File: src/shared/dpc_pkg.sv
// How it works
// - host stalls while its flag asserted, except during the write pulse
// - one master drives slave inhibits
// - hold address/select before write pulse
// - OR of flags may serve as interrupt
// - lead opposite port by 5 ns (not enforced: APS only bounds FLAG in the range check)
package dpc_pkg;
	localparam int ADDR_W = 11;
	localparam int DATA_W = 8;
	// arbitration priority setup time, ns
	localparam int T_APS_NS = 5;
	localparam int CLK_NS = 4;
	localparam int APS_CYC = (T_APS_NS + CLK_NS - 1) / CLK_NS;
	// address/select settle before write pulse, ns (flag appearance allowance)
	localparam int T_FLAG_NS = 50;
	localparam int FLAG_CYC = (T_FLAG_NS + CLK_NS - 1) / CLK_NS;
	// write pulse width, ns
	localparam int T_WP_NS = 40;
	localparam int WP_CYC = (T_WP_NS + CLK_NS - 1) / CLK_NS;
	// read access, ns
	localparam int T_ACC_NS = 100;
	localparam int ACC_CYC = (T_ACC_NS + CLK_NS - 1) / CLK_NS;
	localparam logic [7:0] CNT_ZERO = 8'h00;
	localparam logic [7:0] CNT_ONE = 8'h01;

	typedef enum logic [2:0] {ST_IDLE, ST_SETUP, ST_WRITE, ST_READ, ST_HOLD} dpc_state_e;

	typedef struct packed {
		logic chipSel_n;
		logic readWrite_n;
		logic outEn_n;
		logic [ADDR_W-1:0] addr;
	} dpc_pins_s;

	typedef struct packed {
		logic valid;
		logic write;
		logic [ADDR_W-1:0] addr;
		logic [DATA_W-1:0] wdata;
	} dpc_req_s;
endpackage : dpc_pkg

File: src/rtl/dpc_host_port.sv
`timescale 1ns/1ns
// host end of one port of the dual-port memory
module dpc_host_port
	import dpc_pkg::*;
#(
	parameter int APS = APS_CYC,
	parameter int FLAG = FLAG_CYC,
	parameter int WP = WP_CYC,
	parameter int ACC = ACC_CYC
) (
	input wire logic clk,
	input wire logic rst_b,
	input wire dpc_req_s req,
	output logic reqReady,
	output logic rspValid,
	output logic [DATA_W-1:0] rspData,
	output logic contentionSeen,
	output dpc_pins_s portPins,
	input wire logic [DATA_W-1:0] portDataIn,
	output logic [DATA_W-1:0] portDataOut,
	output logic portDataOe,
	input wire logic portContention_n
);
	initial begin
		// settle time must also cover the arbitration setup lead
		if (APS < 1 || FLAG < APS || WP < 1 || ACC < 1
				|| FLAG > 255 || WP > 255 || ACC > 255) begin
			$error("dpc_host_port: timing counts out of range");
		end
	end

	typedef struct packed {
		dpc_state_e st;
		logic write;
		logic [ADDR_W-1:0] addr;
		logic [DATA_W-1:0] wdata;
		logic [DATA_W-1:0] rdata;
		logic rspValid;
		logic seen;
	} dpc_host_s;

	dpc_host_s s_r;
	dpc_host_s s_nxt;
	logic load;
	logic [7:0] loadVal;
	logic done;

	dpc_delay_count u_dpc_delay_count (
		.clk(clk),
		.rst_b(rst_b),
		.load(load),
		.loadVal(loadVal),
		.done(done)
	);

	////////////////////////////////////////////////////////////////
	always_comb begin
		s_nxt = s_r;
		s_nxt.rspValid = 1'b0;
		s_nxt.seen = 1'b0;
		load = 1'b0;
		loadVal = CNT_ZERO;
		case (s_r.st)
			ST_IDLE: begin
				if (req.valid) begin
					s_nxt.write = req.write;
					s_nxt.addr = req.addr;
					s_nxt.wdata = req.wdata;
					s_nxt.st = ST_SETUP;
					// flag must settle before any write pulse
					load = 1'b1;
					loadVal = 8'(FLAG);
				end
			end
			ST_SETUP: begin
				// one flag input only: in an array the master's decision governs the word
				if (!portContention_n) begin
					// wait out the other side; restart the settle time afterwards
					s_nxt.seen = 1'b1;
					load = 1'b1;
					loadVal = 8'(FLAG);
				end else if (done) begin
					s_nxt.st = s_r.write ? ST_WRITE : ST_READ;
					load = 1'b1;
					loadVal = s_r.write ? 8'(WP) : 8'(ACC);
				end
			end
			ST_WRITE: begin
				if (done) begin
					s_nxt.st = ST_HOLD;
					s_nxt.rspValid = 1'b1;
				end
			end
			ST_READ: begin
				if (!portContention_n) begin
					// data untrustworthy while flagged: retry the access
					s_nxt.st = ST_SETUP;
					s_nxt.seen = 1'b1;
					load = 1'b1;
					loadVal = 8'(FLAG);
				end else if (done) begin
					s_nxt.rdata = portDataIn;
					s_nxt.rspValid = 1'b1;
					s_nxt.st = ST_HOLD;
				end
			end
			ST_HOLD: begin
				// one idle cycle with the port deselected between accesses
				s_nxt.st = ST_IDLE;
			end
			default: begin
				s_nxt.st = ST_IDLE;
			end
		endcase
	end

	always_ff @(posedge clk or negedge rst_b) begin
		if (!rst_b) begin
			s_r <= '{st: ST_IDLE, default: '0};
		end else begin
			s_r <= s_nxt;
		end
	end

	////////////////////////////////////////////////////////////////
	wire active = (s_r.st == ST_SETUP) || (s_r.st == ST_WRITE) || (s_r.st == ST_READ);
	assign reqReady = (s_r.st == ST_IDLE);
	assign rspValid = s_r.rspValid;
	assign rspData = s_r.rdata;
	// pulse usable as an illegal-access interrupt source
	assign contentionSeen = s_r.seen;
	assign portPins = '{
		chipSel_n: !active,
		readWrite_n: !(s_r.st == ST_WRITE),
		outEn_n: !(s_r.st == ST_READ),
		addr: s_r.addr
	};
	assign portDataOut = s_r.wdata;
	assign portDataOe = (s_r.st == ST_WRITE);

	localparam int WP_LAST = WP - 1;
endmodule : dpc_host_port

File: src/rtl/dpc_delay_count.sv
`timescale 1ns/1ns
// down counter: load, then done pulses when it reaches one
module dpc_delay_count
	import dpc_pkg::*;
(
	input wire logic clk,
	input wire logic rst_b,
	input wire logic load,
	input wire logic [7:0] loadVal,
	output logic done
);
	logic [7:0] cnt_r;
	always_ff @(posedge clk or negedge rst_b) begin
		if (!rst_b) begin
			cnt_r <= CNT_ZERO;
		end else if (load) begin
			cnt_r <= loadVal;
		end else if (cnt_r != CNT_ZERO) begin
			cnt_r <= cnt_r - CNT_ONE;
		end
	end
	// no load term here: the caller's load depends on done, a term would close a loop
	assign done = (cnt_r == CNT_ONE);
endmodule : dpc_delay_count

File: config.mk
export PLATFORM = sky130hd
export DESIGN_NAME = dpc_host_port
export DESIGN_NICKNAME = d
export VERILOG_FILES = /design/src/shared/dpc_pkg.sv /design/src/rtl/dpc_host_port.sv /design/src/rtl/dpc_delay_count.sv
export SDC_FILE = /design/constraint.sdc
export NUM_CORES = 1
export LEC_CHECK = 0
export BUFFER_PORTS_ARGS = -buffer_cell sky130_fd_sc_hd__buf_2
export CORE_MARGIN = 2
export CORE_UTILIZATION = 50
export DETAILED_ROUTE_END_ITERATION = 8
export PLACE_DENSITY = 0.79
export SYNTH_ARGS = -nofsm -noshare
export SYNTH_HDL_FRONTEND = slang
export SYNTH_SLANG_ARGS = --single-unit
File: constraint.sdc
create_clock -name clk -period 2.6 [get_ports clk]
set_input_delay 0.52 -clock clk [delete_from_list [all_inputs] [get_ports clk]]
set_output_delay 0.52 -clock clk [all_outputs]
set_load 0.01 [all_outputs]
==> run_results.csv <==
group,metric,value,unit
final_layout,syn2layout_area_growth,13.8,%
clocking,cts_sinks,41,
setup_path,start_kind,"register",
setup_path,path_cells,"nor4_4, and3_1, nand4_4, mux2_2",
sta,hold_ws,0.345,ns
detailed_routing,wl_met3,267,um
clocking,insertion_delay,0.29,ns
sta,tns,0,ns
final_layout,drive_above_1_share,51.4,%
synth,synth.ff_latch_count,41,
floorplan,dieArea,4580,sq um
final_layout,n_antenna_cell,0,
pwr,swShare,30.5,%
grt,grt_pass1_vias,1216,
synth,postSynthAreaPerCell,11.9,sq um
grt,grt_max_degree,42,
sta,max_freq,518,MHz
synth,synth.top_cell.area_share,50.6,%
synth,syn_nets,204,
synth,yosys.area_share.simple,12.0,%
final_layout,final_common_cell,"buf_2",
synth,syn_area,2030,sq um
sta,setup_viol,0,
setup_path,crit_path_end_kind,"register",
clocking,cts_tree,"done",
synth,synth_compound_area_share,4.81,%
pwr,clock_power_share,23.2,%
clocking,root_buffer,"clkbuf_8",
setup_path,ff2ff_setup_slack,0.67,ns
final_layout,multi_input_area,736,sq um
clocking,post_cts.repair.setup_buffers,0,
sta,finalHoldViolations,0,
final_layout,fin_util,58.5,%
setup_path,crit_required,2.78,ns
setup_path,cp_data_arrival_time,2.11,ns
synth,synth_top_area_cell,"dfrtp_1",
pwr,power_density,962,nW/um^2
place,hpwlAfterDp,2.58,mm
grt,antenna_found_initial,0,
place,dp_worst_setup_slack,0.658,ns
detailed_routing,dr.pass1.iters,4,
final_layout,final_cell_mix,"buf_2, dfrtp_1, mux2_2",
sta,period_minus_slack,1.93,ns
run,cap_violations,0,
synth,synthArstFlopShare,100,%
synth,synth_area_leaders,"dfrtp_1, mux2_2, buf_4",
final_layout,regArea,1030,sq um
final_layout,final_nets,245,
setup_path,r2r_cells,4,
clocking,clkTransAtPathRegs,0.07,ns
clocking,hold_buffers,0,
final_layout,num-fill-cells,318,
pwr,power.leakage,1.16,nW
detailed_routing,wl,3.40,mm
detailed_routing,avgRoutedWirePerCell,13.0,um
setup_path,cpPeakStageDelay,0.46,ns
sta,worst_slew_pin_slew,0.874,ns
status,outcome,"finished, final reports clean",
pwr,seq_power_share,44.9,%
sta,slew_headroom,41.7,%
synth,synth_edf_count,0,
setup_path,r2r-end,"rspData[6]",
sta,finClkSkew,0.00477,ns
detailed_routing,maxUsedRoutingLayer,"met4",
synth,yosys_warnings,0,
synth,synth.area.mux_share,16.5,%
synth,synth_flop_cell,"dfrtp_1",
floorplan,design.core.area,3940,sq um
setup_path,cp.buffers_inverters,0,
detailed_routing,drt-initial-drc-count,74,
sta,layout_setup_ws,0.668,ns
setup_path,crit_fanout,8,
clocking,ctsHtreeMaxLevel,2,
synth,synth-adder-area-share,1.23,%
synth,yosysUniqueCellTypes,38,
synth,synth_top_family_by_area,"multiplexers",
clocking,ctsLongestPathBuffers,2,
pwr,vdd_drop_max,0.000588,V
floorplan,die_w,67.7,um
clocking,cts-buffers-inserted,5,
pwr,p_switching,677,uW
detailed_routing,ant_nets,0,
detailed_routing,wl_met2,1.53,mm
floorplan,start_util,51.4,%
floorplan,pin_count,66,
pwr,p_int,1.54,mW
setup_path,critPathKind,"register to register",
setup_path,timing.rr.start,"u_dpc_delay_count.cnt_r[6]",
detailed_routing,drc,0,
sta,rsz0062_at_grt,"false",
floorplan,floorplan.rows,23,
detailed_routing,viasPerCell,5.16,
min_path,hp-class,"input pin to async pin",
pwr,power_frac_comb,31.9,%
place,gp_congestion,0.865,
synth,synth_cells,170,
grt,grt-ovfl-total,0,
grt,grt_pass1_wl,5.38,mm
setup_path,critPathTopFamily,"simple AND/OR/NAND/NOR gates",
floorplan,die_h,67.7,um
place,port_buffers,65,
detailed_routing,wl_met1,1.55,mm
setup_path,slowest_stage,"nor4_4",
synth,synthXorXnorAreaFrac,1.73,%
clocking,cts_resized,0,
detailed_routing,vias,1351,
sta,fin_crit_sh,74.3,%
synth,ys_seq_area_share,50.6,%
grt,grt_use_total,16.0,%
sta,drv_slew,0,
-- cell usage after synthesis (2+ instances only) --
library cell and n:
o21bai_1 2, o21ai_0 3, nand2_1 5, nand3_1 3, a21oi_1 3, a211oi_1 2, buf_4 28, nand2b_1 2
mux2_2 28, inv_1 7, dfrtp_1 41, mux2i_1 2, nor3_1 3, buf_2 2, nor2_1 9, and3_1 2
or3_1 2, xnor2_1 4, ha_1 2, clkbuf_1 2
-- cells by family after synthesis --
group                      count (synthesis)
DFF                                       41
buffers and inverters                     40
and+or+nand+nor                           38
muxes                                     30
AOI/OAI and AO/OA                         15
xor gates and xnor gates                   4
adders and majority gates                  2
-- layer usage --
layer,GRT usage [%],vias up
met5,0,-
met4,7.14,0
met3,5.50,5
met2,23.4,54
met1,21.3,653
li1,-,639
-- sequential cells by signal, summed over array words and instances, names as in the netlist --
name                     flops
portDataOut                  8
portPins                    11
rspData                      8
contentionSeen               1
rspValid                     1
u_dpc_delay_count.cnt_r      8
s_r                          4
-- layout make-up --
type | instances | area share [%]
repair buffers | 67 | 14.8
clock buffers | 7 | 3.74
clock inverters | 1 | 1.30
inverters | 7 | 1.14
well taps | 50 | 2.71
multi-input cells | 89 | 31.9
flip-flops and latches | 41 | 44.5
-- metrics by stage --
stage | area (sq um) | std cells | total power [mW]
6_report | 2310 | 262 | 2.22
5_1_grt | 2310 | 262 | 2.37
4_1_cts | 2310 | 262 | 2.24
3_5_place_dp | 2190 | 254 | 1.72
3_3_place_gp | 2190 | 254 | 1.69
2_1_floorplan | 2030 | 170 | 1.67
-- power by group through the flow --
stage               clock [mW]  sequential [mW]  combinational [mW]
detailed placement           0             1.01               0.715
global placement             0            0.994               0.700
finish                   0.515            0.997               0.707
CTS                      0.529            0.998               0.718
floorplan                    0            0.970               0.699
global route             0.557             1.03               0.785
-- worst max path at each step --
stage                                     from              to  slack [ns]  cells after the start
finish              u_dpc_delay_count.cnt_r[6]      rspData[6]        0.67                      4
global route        u_dpc_delay_count.cnt_r[6]      rspData[3]        0.57                      4
CTS                 u_dpc_delay_count.cnt_r[6]      rspData[6]        0.66                      4
detailed placement  u_dpc_delay_count.cnt_r[6]      rspData[2]        0.66                      4
global placement    u_dpc_delay_count.cnt_r[6]      rspData[6]        0.72                      4
floorplan                              s_r[31]  portDataOut[6]        0.75                      6
Note: power is estimated with default switching activity, not from simulation.
